`src/logic/gtm_pkg.sv`:
```
// gtm_pkg: register map, field positions, reset values and timing constants of the gated timer
// assumes a 32-bit avalon-mm slave with word-aligned registers, one clock domain
`default_nettype none
package gtm_pkg;
   localparam int unsigned ADDR_WIDTH = 5;
   // register byte addresses
   localparam logic [4:0] ADDR_TIMER_CONTROL = 5'h00;
   localparam logic [4:0] ADDR_GATE_CONTROL  = 5'h04;
   localparam logic [4:0] ADDR_COUNT_LOW     = 5'h08;
   localparam logic [4:0] ADDR_COUNT_HIGH    = 5'h0C;
   localparam logic [4:0] ADDR_PERIPH_ENABLE = 5'h10;
   localparam logic [4:0] ADDR_PERIPH_FLAGS  = 5'h14;
   localparam logic [4:0] ADDR_INT_CONTROL   = 5'h18;
   // timer_control fields
   localparam int unsigned TC_CS_LSB   = 6;
   localparam int unsigned TC_PS_LSB   = 4;
   localparam int unsigned TC_NOSYNC   = 2;
   localparam int unsigned TC_ON       = 0;
   localparam logic [7:0]  TC_WMASK    = 8'hF5;
   // gate_control fields
   localparam int unsigned GC_GE       = 7;
   localparam int unsigned GC_POL      = 6;
   localparam int unsigned GC_TM       = 5;
   localparam int unsigned GC_SPM      = 4;
   localparam int unsigned GC_GO       = 3;
   localparam int unsigned GC_VAL      = 2;
   localparam int unsigned GC_SS_LSB   = 0;
   localparam logic [7:0]  GC_WMASK    = 8'hF3;
   // enable and flag bit positions
   localparam int unsigned PE_GATE     = 7;
   localparam int unsigned PE_OVF      = 0;
   localparam int unsigned IC_GIE      = 7;
   localparam int unsigned IC_PERIPHERAL_INT_ENABLE     = 6;
   localparam logic [7:0]  PE_WMASK    = 8'h81;
   localparam logic [7:0]  IC_WMASK    = 8'hC0;
   // reset values
   localparam logic [7:0]  TC_RESET    = 8'h00;
   localparam logic [7:0]  GC_RESET    = 8'h00;
   localparam logic [15:0] COUNT_RESET = 16'h0000;
   localparam logic [15:0] COUNT_MAX   = 16'hFFFF;
   localparam logic [31:0] UNMAPPED_RD = 32'h00000000;
   // timing
   localparam real         CLK_MHZ          = 200.0;
   localparam int unsigned INSTR_DIV        = 4;
   localparam logic [1:0]  INSTR_DIV_LAST   = 2'(INSTR_DIV - 1);
   localparam real         LFOSC_KHZ        = 31.0;
   localparam int unsigned LFOSC_CYCLES     = int'($floor(CLK_MHZ * 1000.0 / (2.0 * LFOSC_KHZ)));
   localparam int unsigned LFOSC_CNT_W      = 12;

   typedef enum logic [1:0] {
      CS_INSTR, CS_SYS, CS_PIN, CS_LFOSC
   } gtm_clk_src_type;

   typedef enum logic [1:0] {
      GS_PIN, GS_COMPANION, GS_COMPARATOR, GS_RESERVED
   } gtm_gate_src_type;

   typedef struct packed {
      logic externalClockPin;
      logic gatePin;
      logic companionTimerWrapPulse;
      logic comparatorOutputSynced;
   } gtm_pins_type;

   typedef struct packed {
      logic       read;
      logic       write;
      logic [4:0] address;
      logic [3:0] byteenable;
      logic [31:0] writedata;
   } gtm_bus_req_type;
endpackage
`default_nettype wire

```
`src/logic/gtm_timer.sv`:
```
// gtm_timer: 16-bit gated timer/counter with avalon-mm register slave
// assumes pin inputs synchronous to core_clk; sleep indicated by an input level
`timescale 1ns/10ps
`default_nettype none

// Notes on behaviour
// - toggle mode routes gate through flip-flop flipping on each rising gate edge.
// - toggle flip-flop forced and held zero while toggle-mode bit is clear.
// - single-pulse set then go bit; counting enabled from next rising gate edge.
// - go bit cleared on trailing edge of pulse; further gate events blocked.
// - toggle and single-pulse together count exactly one full gate cycle.
// - read-only gate-value bit shows current gate level, valid with gating off.
// - falling edge of gate value sets gate-event flag; interrupt if enabled.
// - gate-event flag works even with gate-enable bit clear.
// - counter wraps ffff to 0000 and sets the overflow flag.
// - overflow interrupt needs timer-on, overflow enable, peripheral and global enable.
// - sleep counting only in asynchronous counter mode: pin clock source with no-sync set.
// - overflow in sleep wakes device; vector only if global enable set.
// - clock select 11 lfosc, 10 pin rising edge, 01 system, 00 instruction.
// - prescale 11 by eight, 10 by four, 01 by two, 00 undivided.
// - no-sync one uses pin edge unsynchronised; zero synchronises to system clock.
// - clearing timer-on stops counter and clears gate flip-flops.
// - gate enable ignored when off; on, one gates counting, zero free-runs.
// - gate polarity one counts while gate high, zero while gate low.
// - gate source 00 pin, 01 companion wrap, 10 comparator, 11 reserved.
// - go bit reads one while armed and waiting; hardware clears it.
// - write to a counter byte loads that byte and clears the prescaler.
// - companion timer wrap pulse is one selectable gate source.
module gtm_timer
   import gtm_pkg::*;
(
   input  wire logic                  core_clk,
   input  wire logic                  rstn,
   input  wire logic [4:0]            avs_address,
   input  wire logic                  avs_read,
   input  wire logic                  avs_write,
   input  wire logic [3:0]            avs_byteenable,
   input  wire logic [31:0]           avs_writedata,
   output logic      [31:0]           avs_readdata,
   output logic                       avs_waitrequest,
   input  wire gtm_pkg::gtm_pins_type pins,
   input  wire logic                  sleepMode,
   output logic                       overflowIrq,
   output logic                       gateEventIrq,
   output logic                       wakeUp
);
   import gtm_pkg::*;

   logic [7:0]  timerControl;
   logic [7:0]  gateControlW;
   logic        acqGo;
   logic [15:0] count;
   logic [7:0]  periphEnables;
   logic        overflowFlag;
   logic        gateEventFlag;
   logic [7:0]  intControl;
   logic        accepted;
   logic        pinPrev;
   logic        pinSync1;
   logic        pinSync2;
   logic        pinSyncPrev;
   logic [1:0]  instrDiv;
   logic [LFOSC_CNT_W-1:0] lfCnt;
   logic        lfTick;
   logic [2:0]  prescale;
   logic        toggleFf;
   logic        gateRawPrev;
   logic        gateValPrev;
   logic        timerOn;
   logic        sourceTick;
   logic        scaledTick;
   logic        countEnable;
   logic        gateRaw;
   logic        gateValue;
   logic        gateRise;
   logic        gateCondition;
   logic        spmWindow;
   logic        spmArmed;
   logic        inWindow;
   logic        reqValid;
   logic        wrTimerControl;
   logic        wrGateControl;
   logic        wrCountLow;
   logic        wrCountHigh;
   logic        wrPeriph;
   logic        wrFlags;
   logic        wrInt;
   logic        wrLane0;
   logic [7:0]  gateControlRd;
   logic [31:0] next_readdata;

   function automatic logic isWrite(input logic [4:0] a, input logic [4:0] target);
      return reqValid && avs_write && (a == target);
   endfunction

   // one-cycle answer: waitrequest high on request cycle, low on the next
   assign reqValid       = (avs_read || avs_write) && !accepted;
   assign wrLane0        = avs_byteenable[0];
   assign wrTimerControl = isWrite(avs_address, ADDR_TIMER_CONTROL) && wrLane0;
   assign wrGateControl  = isWrite(avs_address, ADDR_GATE_CONTROL) && wrLane0;
   assign wrCountLow     = isWrite(avs_address, ADDR_COUNT_LOW) && wrLane0;
   assign wrCountHigh    = isWrite(avs_address, ADDR_COUNT_HIGH) && wrLane0;
   assign wrPeriph       = isWrite(avs_address, ADDR_PERIPH_ENABLE) && wrLane0;
   assign wrFlags        = isWrite(avs_address, ADDR_PERIPH_FLAGS) && wrLane0;
   assign wrInt          = isWrite(avs_address, ADDR_INT_CONTROL) && wrLane0;

   always_ff @(posedge core_clk) begin
      if (!rstn) begin
         accepted <= 1'b0;
      end else begin
         accepted <= reqValid;
      end
   end

   always_ff @(posedge core_clk) begin
      if (!rstn) begin
         avs_waitrequest <= 1'b1;
      end else begin
         avs_waitrequest <= !reqValid;
      end
   end

   // ---------------- clock source selection ----------------
   assign timerOn = timerControl[TC_ON];

   always_ff @(posedge core_clk) begin
      if (!rstn) begin
         instrDiv <= 2'h0;
      end else begin
         instrDiv <= (instrDiv == INSTR_DIV_LAST) ? 2'h0 : instrDiv + 2'h1;
      end
   end

   always_ff @(posedge core_clk) begin
      if (!rstn) begin
         lfCnt  <= '0;
         lfTick <= 1'b0;
      end else begin
         lfTick <= (lfCnt == LFOSC_CNT_W'(LFOSC_CYCLES - 1));
         lfCnt  <= (lfCnt == LFOSC_CNT_W'(LFOSC_CYCLES - 1)) ? '0 : lfCnt + 1'b1;
      end
   end

   // pin edge: direct sample when unsynchronised, two-stage synchroniser otherwise
   always_ff @(posedge core_clk) begin
      if (!rstn) begin
         pinPrev     <= 1'b0;
         pinSync1    <= 1'b0;
         pinSync2    <= 1'b0;
         pinSyncPrev <= 1'b0;
      end else begin
         pinPrev     <= pins.externalClockPin;
         pinSync1    <= pins.externalClockPin;
         pinSync2    <= pinSync1;
         pinSyncPrev <= pinSync2;
      end
   end

   always_comb begin
      unique case (gtm_clk_src_type'(timerControl[TC_CS_LSB +: 2]))
         CS_INSTR: sourceTick = (instrDiv == INSTR_DIV_LAST);
         CS_SYS:   sourceTick = 1'b1;
         CS_PIN:   sourceTick = timerControl[TC_NOSYNC] ?
                                (pins.externalClockPin && !pinPrev) :
                                (pinSync2 && !pinSyncPrev);
         CS_LFOSC: sourceTick = lfTick;
      endcase
   end

   // only asynchronous pin counting survives sleep
   logic sleepOk;
   assign sleepOk = !sleepMode || (timerControl[TC_NOSYNC] &&
                    (timerControl[TC_CS_LSB +: 2] == 2'(CS_PIN)));

   // prescaler: a wrap of the selected low bits releases one count tick
   always_comb begin
      unique case (timerControl[TC_PS_LSB +: 2])
         2'h0:    scaledTick = sourceTick;
         2'h1:    scaledTick = sourceTick && (prescale[0] == 1'b1);
         2'h2:    scaledTick = sourceTick && (prescale[1:0] == 2'h3);
         default: scaledTick = sourceTick && (prescale == 3'h7);
      endcase
   end

   always_ff @(posedge core_clk) begin
      if (!rstn || wrCountLow || wrCountHigh) begin
         prescale <= 3'h0;
      end else if (timerOn && sourceTick && sleepOk) begin
         prescale <= prescale + 3'h1;
      end
   end

   // ---------------- gate path ----------------
   always_comb begin
      unique case (gtm_gate_src_type'(gateControlW[GC_SS_LSB +: 2]))
         GS_PIN:        gateRaw = pins.gatePin;
         GS_COMPANION:  gateRaw = pins.companionTimerWrapPulse;
         GS_COMPARATOR: gateRaw = pins.comparatorOutputSynced;
         GS_RESERVED:   gateRaw = 1'b0;
      endcase
   end

   // polarity applied before the toggle so the toggle counts active edges
   logic gatePol;
   assign gatePol  = gateControlW[GC_POL] ? gateRaw : !gateRaw;
   assign gateRise = gatePol && !gateRawPrev;

   always_ff @(posedge core_clk) begin
      if (!rstn) begin
         gateRawPrev <= 1'b0;
      end else begin
         gateRawPrev <= gatePol;
      end
   end

   always_ff @(posedge core_clk) begin
      if (!rstn || !timerOn || !gateControlW[GC_TM]) begin
         toggleFf <= 1'b0;
      end else if (gateRise) begin
         toggleFf <= !toggleFf;
      end
   end

   assign gateCondition = gateControlW[GC_TM] ? toggleFf : gatePol;

   // single pulse: armed by go, window opens on next rising edge of the condition
   assign spmArmed = gateControlW[GC_SPM] && acqGo;
   logic condPrev;
   always_ff @(posedge core_clk) begin
      if (!rstn) begin
         condPrev <= 1'b0;
      end else begin
         condPrev <= gateCondition;
      end
   end

   always_ff @(posedge core_clk) begin
      if (!rstn || !spmArmed || !timerOn) begin
         inWindow <= 1'b0;
      end else if (gateCondition && !condPrev) begin
         inWindow <= 1'b1;
      end
   end

   assign spmWindow = inWindow && gateCondition;
   assign gateValue = gateControlW[GC_SPM] ? spmWindow : gateCondition;

   always_ff @(posedge core_clk) begin
      if (!rstn) begin
         gateValPrev <= 1'b0;
      end else begin
         gateValPrev <= gateValue;
      end
   end

   // software write of one sets go only when single-pulse is enabled
   always_ff @(posedge core_clk) begin
      if (!rstn) begin
         acqGo <= 1'b0;
      end else if (inWindow && !gateCondition) begin
         acqGo <= 1'b0;
      end else if (wrGateControl) begin
         acqGo <= avs_writedata[GC_GO] && avs_writedata[GC_SPM];
      end
   end

   // ---------------- counter ----------------
   always_comb begin
      if (!timerOn) begin
         countEnable = 1'b0;
      end else if (gateControlW[GC_GE]) begin
         countEnable = gateValue;
      end else begin
         countEnable = 1'b1;
      end
   end

   logic countTick;
   assign countTick = countEnable && scaledTick && sleepOk;

   always_ff @(posedge core_clk) begin
      if (!rstn) begin
         count <= COUNT_RESET;
      end else if (wrCountLow) begin
         count[7:0] <= avs_writedata[7:0];
      end else if (wrCountHigh) begin
         count[15:8] <= avs_writedata[7:0];
      end else if (countTick) begin
         count <= count + 16'h0001;
      end
   end

   logic wrapEvent;
   assign wrapEvent = countTick && (count == COUNT_MAX) && !wrCountLow && !wrCountHigh;

   // flags: a hardware set wins over a software clear in the same cycle
   always_ff @(posedge core_clk) begin
      if (!rstn) begin
         overflowFlag <= 1'b0;
      end else if (wrapEvent) begin
         overflowFlag <= 1'b1;
      end else if (wrFlags) begin
         overflowFlag <= avs_writedata[PE_OVF];
      end
   end

   always_ff @(posedge core_clk) begin
      if (!rstn) begin
         gateEventFlag <= 1'b0;
      end else if (gateValPrev && !gateValue) begin
         gateEventFlag <= 1'b1;
      end else if (wrFlags) begin
         gateEventFlag <= avs_writedata[PE_GATE];
      end
   end

   // ---------------- control registers ----------------
   always_ff @(posedge core_clk) begin
      if (!rstn) begin
         timerControl <= TC_RESET;
      end else if (wrTimerControl) begin
         timerControl <= avs_writedata[7:0] & TC_WMASK;
      end
   end

   always_ff @(posedge core_clk) begin
      if (!rstn) begin
         gateControlW <= GC_RESET;
      end else if (wrGateControl) begin
         gateControlW <= avs_writedata[7:0] & GC_WMASK;
      end
   end

   always_ff @(posedge core_clk) begin
      if (!rstn) begin
         periphEnables <= 8'h00;
         intControl    <= 8'h00;
      end else begin
         if (wrPeriph) begin
            periphEnables <= avs_writedata[7:0] & PE_WMASK;
         end
         if (wrInt) begin
            intControl <= avs_writedata[7:0] & IC_WMASK;
         end
      end
   end

   // ---------------- outputs ----------------
   always_ff @(posedge core_clk) begin
      if (!rstn) begin
         overflowIrq  <= 1'b0;
         gateEventIrq <= 1'b0;
         wakeUp       <= 1'b0;
      end else begin
         overflowIrq  <= overflowFlag && timerOn && periphEnables[PE_OVF] &&
                         intControl[IC_PERIPHERAL_INT_ENABLE] && intControl[IC_GIE] && !sleepMode;
         gateEventIrq <= gateEventFlag && periphEnables[PE_GATE] &&
                         intControl[IC_PERIPHERAL_INT_ENABLE] && intControl[IC_GIE];
         // wake needs no global enable; vectoring after wake does
         wakeUp       <= sleepMode && overflowFlag && timerOn &&
                         periphEnables[PE_OVF] && intControl[IC_PERIPHERAL_INT_ENABLE];
      end
   end

   always_comb begin
      gateControlRd         = gateControlW;
      gateControlRd[GC_GO]  = acqGo;
      gateControlRd[GC_VAL] = gateValue;
   end

   always_comb begin
      next_readdata = UNMAPPED_RD;
      unique case (avs_address)
         ADDR_TIMER_CONTROL: next_readdata[7:0] = timerControl;
         ADDR_GATE_CONTROL:  next_readdata[7:0] = gateControlRd;
         ADDR_COUNT_LOW:     next_readdata[7:0] = count[7:0];
         ADDR_COUNT_HIGH:    next_readdata[7:0] = count[15:8];
         ADDR_PERIPH_ENABLE: next_readdata[7:0] = periphEnables;
         ADDR_PERIPH_FLAGS:  next_readdata[7:0] = {gateEventFlag, 6'h00, overflowFlag};
         ADDR_INT_CONTROL:   next_readdata[7:0] = intControl;
         default:            next_readdata = UNMAPPED_RD;
      endcase
   end

   always_ff @(posedge core_clk) begin
      if (!rstn) begin
         avs_readdata <= 32'h00000000;
      end else if (reqValid && avs_read) begin
         avs_readdata <= next_readdata;
      end
   end
endmodule

`default_nettype wire

```
`config.mk`:
```
export PLATFORM = sky130hd
export DESIGN_NAME = gtm_timer
export DESIGN_NICKNAME = d
export VERILOG_FILES = /design/src/logic/gtm_pkg.sv /design/src/logic/gtm_timer.sv
export SDC_FILE = /design/constraint.sdc
export NUM_CORES = 1
export LEC_CHECK = 0
export BUFFER_PORTS_ARGS = -buffer_cell sky130_fd_sc_hd__buf_2
export CAP_MARGIN = 20
export CORE_MARGIN = 8
export CORE_UTILIZATION = 35
export DETAILED_ROUTE_END_ITERATION = 7
export PLACE_DENSITY_LB_ADDON = 0.3
export SYNTH_ARGS = -nofsm -noshare
export SYNTH_HDL_FRONTEND = slang
export SYNTH_SLANG_ARGS = --single-unit
export TNS_END_PERCENT = 5
```
`constraint.sdc`:
```
create_clock -name core_clk -period 4.65 [get_ports core_clk]
set_clock_uncertainty 0.1 [all_clocks]
set_input_delay 0.6975 -clock core_clk [delete_from_list [all_inputs] [get_ports core_clk]]
set_output_delay 0.6975 -clock core_clk [all_outputs]
set_load 0.01 [all_outputs]
```
==> results of run 1 <==
worst max-delay path by stage:
stage / startpoint / cells past startpoint / slack, ns / end
after floorplan: sleepMode / 8 / 2.24 / count[11]$_SDFFE_PN0P_
after global placement: avs_address[3] / 7 / 1.56 / count[11]$_SDFFE_PN0P_
after detailed placement: avs_address[3] / 7 / 1.56 / count[11]$_SDFFE_PN0P_
after CTS: avs_address[3] / 7 / 1.94 / count[11]$_SDFFE_PN0P_
after global routing: avs_address[3] / 7 / 1.70 / count[11]$_SDFFE_PN0P_
final: avs_address[3] / 7 / 1.86 / count[11]$_SDFFE_PN0P_
critical path, delay by kind of cell:
kind | cells | cell delay, ns
buffers and inverters | 1 | 0.17
AOI/OAI and AO/OA | 2 | 0.51
and+or+nand+nor | 4 | 1.55
registers in the layout, summed over array words and instances (netlist names), 2 cells and up:
signal and cells:
prescale 3, gateControlW 6, lfCnt 12, avs_readdata 8, timerControl 6, periphEnables 2, instrDiv 2, intControl 2
count 16
synthesized netlist by cell type, types with 2 or more instances:
master,count
nand3b_1,2
o21a_1,2
dfxtp_1,74
clkbuf_1,15
mux2_2,2
nand3_1,30
nor3_1,9
nor3b_1,2
mux2i_1,11
buf_2,5
buf_4,25
nand2b_1,4
nand4_1,11
a21oi_1,49
o221a_1,2
xor2_1,16
inv_1,10
o31a_1,2
a31oi_1,4
or3_1,6
and2_1,8
o21ai_0,18
o211ai_1,4
nand2_1,47
nor2b_1,4
nor4_1,2
nor2_1,45
xnor2_1,2
o31ai_1,4
a32oi_1,2
and3_1,14
ha_1,9
a22oi_1,11
layout by cell type (no fill, tap or decap), drive strengths merged, types with 14 or more instances in the layout:
cell type and count:
nor2 46, o21ai 18, buf 37, and3 14, conb 24, nand3 32, nand2 47, dfxtp 74
a21oi 50, xor2 16
per-layer routing:
metal / part of all wire, % / track usage, % / wire length, microns
met3: 8.1 / 3.170 / 781
met1: 47 / 17.88 / 4517
met4: 1.8 / 5.777 / 170
met2: 43 / 21.81 / 4195
met5: 0 / 0 / 0
cell type report:
class,count,area share [%]
Clock buffer,10,3.262
Sequential cell,74,35.11
Tap cell,140,4.152
Inverter,10,0.8897
Clock inverter,5,1.868
Timing Repair Buffer,37,4.567
Multi-Input combinational cell,361,50.15
power by group:
group	internal, mW	switching, mW
Sequential	0.643	0.00628
Clock	0.313	0.233
Combinational	0.0233	0.0551
per-stage QoR:
stage                     std cells  total power [mW]  hold slack [ns]
after floorplan                 491            0.7273           0.3073
after global placement          622            0.7399           0.3172
after detailed placement        622            0.7416           0.3222
after CTS                       637             1.289           0.3334
after global routing            637             1.332           0.3510
final                           637             1.274           0.3347
logic make-up (layout without fill, tap and decap cells):
family | count (synthesis) | in the layout | synth area share, %
AOI/OAI and AO/OA | 106 | 106 | 17.19
xor gates and xnor gates | 18 | 18 | 4.118
other | 1 | 24 | 0.09795
muxes | 13 | 13 | 3.464
buffers and inverters | 56 | 62 | 8.301
DFF | 74 | 74 | 38.69
and+or+nand+nor | 191 | 191 | 25.20
adders and majority gates | 9 | 9 | 2.941
==> impl_results.md, run 1 <==
* Via count at 3,380
* Fin util at 39.26%
* DRC Markers at 0
* Syn-to-layout area delta at 10.20%
* Deepest clock path buffer count at 2
* FF-to-FF End: count[11]$_SDFFE_PN0P_
* Crit share post-route at 59.98%
* CTS sink count at 74
* Flop and latch count out of synthesis at 74
* Die Width at 120.6 microns
* Hold crit path type: flip-flop to flip-flop
* Htree depth at 3
* Critical path type: primary input to flip-flop
* Area taken by multi-input logic gates at 2116 sq um
* Ys Warns at 0
* Fmax at 358.6 MHz
* Fillers at 1,154
* Yosys top cell area share at 38.69%
* Crit path cell chain: buf_2 > nor2b_1 > and3_1 > and2_1 > a21oi_2 > or2_0 > o221a_1
* I/O Pins at 86
* Placed inst area at 4003 sq um
* Worst R2R Setup Slack at 2.01 ns
* Slowest CP cell: and2_1
* Synth Instances at 468
* Clk slew on worst S/H paths at 0.07 ns
* Vias per cell at 5.306
* Setup violations, final at 0
* FP Rows at 38
* Crit path capture type: flip-flop
* Final ANT Viol Nets at 0
* Pre-CTS WS at 1.559 ns
* Global-route wire length before repair at 16.39 mm
* Ys flop type: dfxtp_1
* Clk_lat worst skew at 0.35 ns
* CTS Root Cell: clkbuf_8
* CTS buffer count at 9
* Initial Util at 35.63%
* Max Slew Vio Count at 0
* Mean routed wirelength per cell at 15.17 microns
* Hold Path Depth at 1
* Slew HR at 52.46%
* Hold wc startpoint: instrDiv[0]$_SDFF_PP0_
* Reg area at 1481 sq um
* Largest net degree at the start of global routing at 28
* Input/output buffers at 34
* Synth Cell Area at 3829 sq um
* Setup TNS at 0 ns
* Async S/R FF share, synth at 0%
* Postcts setup bufs at 0
* CTS tree: built
* Core area at 10,750 sq um
* ANT cells at 0
* Layout cells sized above 1 at 12.27%
* Fin area at 4219 sq um
* RSZ-0062 raised after global routing: no
* PwrDens at 301.9 nW/um^2
* Vias in the first global route at 3,332
* Max IR drop VDD at 0.1443 mV
* Die Ht at 120.6 microns
* P_leak at 1.584 nW
* GR Overflow Total at 0
* Setup slack after layout at 1.861 ns
* HPWL after DPL at 7.217 mm
* Crit start category: primary input
* R2R Path Start: accepted$_SDFF_PN0_
* Hold-fix buffers, CTS at 0
* Total track usage at 13.86%
* Worst r2r path cells at 6
* CP peak stage delay at 0.45 ns
* Yosys cell types at 50
* Post-CTS Resized at 0
* CP Data Required Time at 4.79 ns
* Largest area contributor in the netlist: dfxtp_1
* WHS Endpoint: instrDiv[0]$_SDFF_PP0_
* Initial antenna violation count at 0
* Post-route minimum period at 2.789 ns
* Max_cap viols at 0
* Seq/Total Area, Yosys at 38.69%
* Syn avg cell area at 8.181 sq um
* WL final at 9.666 mm
* Die area at 14,540 sq um
* Status: completed
* Fin. Hold Viols at 0
* Cell types occupying the most area after synthesis: dfxtp_1 39%, a21oi_1 6.4%, buf_4 4.9%
* Max FO, Critical Path at 13
* Worst-margin pin slew at 0.7114 ns
* Fin nets at 552
* Number of flops mapped to enable cells by yosys at 0
* WP data arrival at 2.93 ns
* Initial DRC count at 198
* GPL Wtd Cong at 0.8310
* Router iterations before antenna repair at 5
(Power assumes the default switching activity.)
==> run 2: changes to the inputs <==
Clock period 4.65 ns to 2.5 ns, I/O delays scaled along.
==> impl_results.md, run 2 (synthesis results as in run 1) <==
* Status: completed
* Via count at 3,357 (-0.68%)
* CTS tree: built
* Deepest clock path buffer count at 2 (unchanged)
* Slew HR at 50.68% (-1.8 points)
* Fin nets at 563 (+2.0%)
* Global-route wire length before repair at 16.19 mm (-1.3%)
* Max_cap viols at 0 (unchanged)
* Die area at 14,540 sq um (unchanged)
* WP data arrival at 2.42 ns (-0.51 ns)
* Reg area at 1481 sq um (unchanged)
* FP Rows at 38 (unchanged)
* Clk_lat worst skew at 0.36 ns (about the same)
* Hold crit path type: primary input to flip-flop
* Setup violations, final at 0 (unchanged)
* Post-CTS Resized at 0 (unchanged)
* Int Pwr at 1.762 mW (+80%)
* Crit share post-route at 91.02%
* Pre-CTS WS at 0.1124 ns (-1.446 ns)
* Syn-to-layout area delta at 11.86%
* Final ANT Viol Nets at 0 (unchanged)
* Fin util at 39.86% (+0.59 points)
* Core area at 10,750 sq um (unchanged)
* I/O Pins at 86 (unchanged)
* Die Ht at 120.6 microns (unchanged)
* Vias in the first global route at 3,187 (-4.4%)
* Layout cells sized above 1 at 13.75% (+1.5 points)
* Fin. Hold Viols at 0 (unchanged)
* P_leak at 1.626 nW (+2.7%)
* Initial DRC count at 207 (+4.5%)
* Postcts setup bufs at 0 (unchanged)
* Fmax at 439.5 MHz
* Die Width at 120.6 microns (unchanged)
* ANT cells at 0 (unchanged)
* CTS sink count at 74 (unchanged)
* CTS Root Cell: clkbuf_8
* Largest net degree at the start of global routing at 27 (-3.6%)
* Placed Cells at 633 (+1.8%)
* DRC Markers at 0 (unchanged)
* HPWL after DPL at 7.403 mm (+2.6%)
* Max IR drop VDD at 0.2768 mV (+92%)
* Max FO, Critical Path at 7 (-6)
* Most flop-heavy register: count
* Area taken by multi-input logic gates at 2116 sq um (unchanged)
* PwrDens at 541.4 nW/um^2 (+79%)
* Initial Util at 35.63% (unchanged)
* Vias per cell at 5.173 (-2.5%)
* Post-route minimum period at 2.275 ns
* RSZ-0062 raised after global routing: no
* Total track usage at 13.90% (+0.038 points)
* Max FFs per register at 16 (unchanged)
* Hold slack at 0.1551 ns (-0.1796 ns)
* Crit start category: flip-flop
* GPL Wtd Cong at 0.8884 (+6.9%)
* Most frequent cells in the layout: 74 x dfxtp_1, 49 x a21oi_1, 47 x nand2_1
* Clk pwr share at 41.3% (-1.6 points)
* Clk slew on worst S/H paths at 0.08 ns (about the same)
* Setup TNS at 0 ns (unchanged)
* Crit path capture type: flip-flop
* Mean routed wirelength per cell at 15.12 microns (-0.33%)
* Router iterations before antenna repair at 5 (unchanged)
* WL final at 9.816 mm (+1.6%)
* Hold-fix buffers, CTS at 0 (unchanged)
* Max Slew Vio Count at 0 (unchanged)
* CTS buffer count at 9 (unchanged)
* Input/output buffers at 34 (unchanged)
* Sequential share of power at 52.1% (+1.1 points)
* Setup slack after layout at 0.2246 ns (-1.636 ns)
* Non-filler cells, final at 649 (+1.9%)
* CP Data Required Time at 2.65 ns (-2.14 ns)
* GR Overflow Total at 0 (unchanged)
* Initial antenna violation count at 0 (unchanged)
* P_sw at 556.4 uW (+89%)
* Worst-margin pin slew at 0.7391 ns (+0.02768 ns)
* Fillers at 1,144 (-0.87%)
* Htree depth at 3 (unchanged)
* Most common cell after layout, fill and taps aside: dfxtp_1
* Gate power share at 6.7% (+0.5 points)
* Regs by FF count: count: 16 flops, lfCnt: 12 flops, avs_readdata: 8 flops
* Critical path type: flip-flop to flip-flop
* Sw frac at 24.00% (+0.86 points)
## run 2: changes by cell type in the layout (fill, tap and decap cells not counted), sizes merged
| cell | previous run | this run |
|---|---|---|
| buf | 37 | 48 |
| clkbuf | 10 | 14 |
| clkinv | 3 | 1 |
| bufinv | 2 | 1 |
## run 2: critical path: stages (launching register included)
cell and delay (ns):
dfxtp_1 0.36, nor4b_2 0.28, a31oi_1 0.08, o32a_4 0.42
nor2_8 0.18, a21oi_2 0.08, or2_0 0.35, o221a_1 0.32
## run 2: power by group through the flow
stage / logic (mW) / registers (mW) / clock network (mW)
floorplan: 0.120 / 1.23 / 0
global placement: 0.151 / 1.23 / 0
detailed placement: 0.153 / 1.23 / 0
CTS: 0.154 / 1.21 / 0.979
global route: 0.174 / 1.21 / 1.03
finish: 0.155 / 1.21 / 0.957
## run 2: routing by layer
layer	track usage, %	wire (microns)
met2	21.64	4297
met3	2.704	580
met5	0	0
met1	18.32	4774
met4	6.011	163
## run 2: final cells by class
class	instances	area share, %
Clock inverter	2	0.8180
Multi-Input combinational cell	361	49.40
Clock buffer	14	3.798
Timing Repair Buffer	48	6.427
Sequential cell	74	34.59
Inverter	10	0.8764
Tap cell	140	4.090
## run 2: through the flow
step	cell area [sq um]	power [mW]
floorplan	3915	1.353
global route	4283	2.415
finish	4283	2.319
global placement	4085	1.386
CTS	4283	2.339
detailed placement	4085	1.388
## run 2: final timing paths
| check | from | end | slack [ns] | depth (start not counted) |
|---|---|---|---|---|
| worst max register to register | timerControl[2]$_SDFFE_PN0P_ | count[11]$_SDFFE_PN0P_ | 0.22 | 7 |
| worst max-delay path | timerControl[2]$_SDFFE_PN0P_ | count[11]$_SDFFE_PN0P_ | 0.22 | 7 |
| worst min-delay path | pins[3] | pinSync1$_SDFF_PN0_ | 0.16 | 2 |
| worst min register to register | instrDiv[0]$_SDFF_PP0_ | instrDiv[0]$_SDFF_PP0_ | 0.33 | 1 |
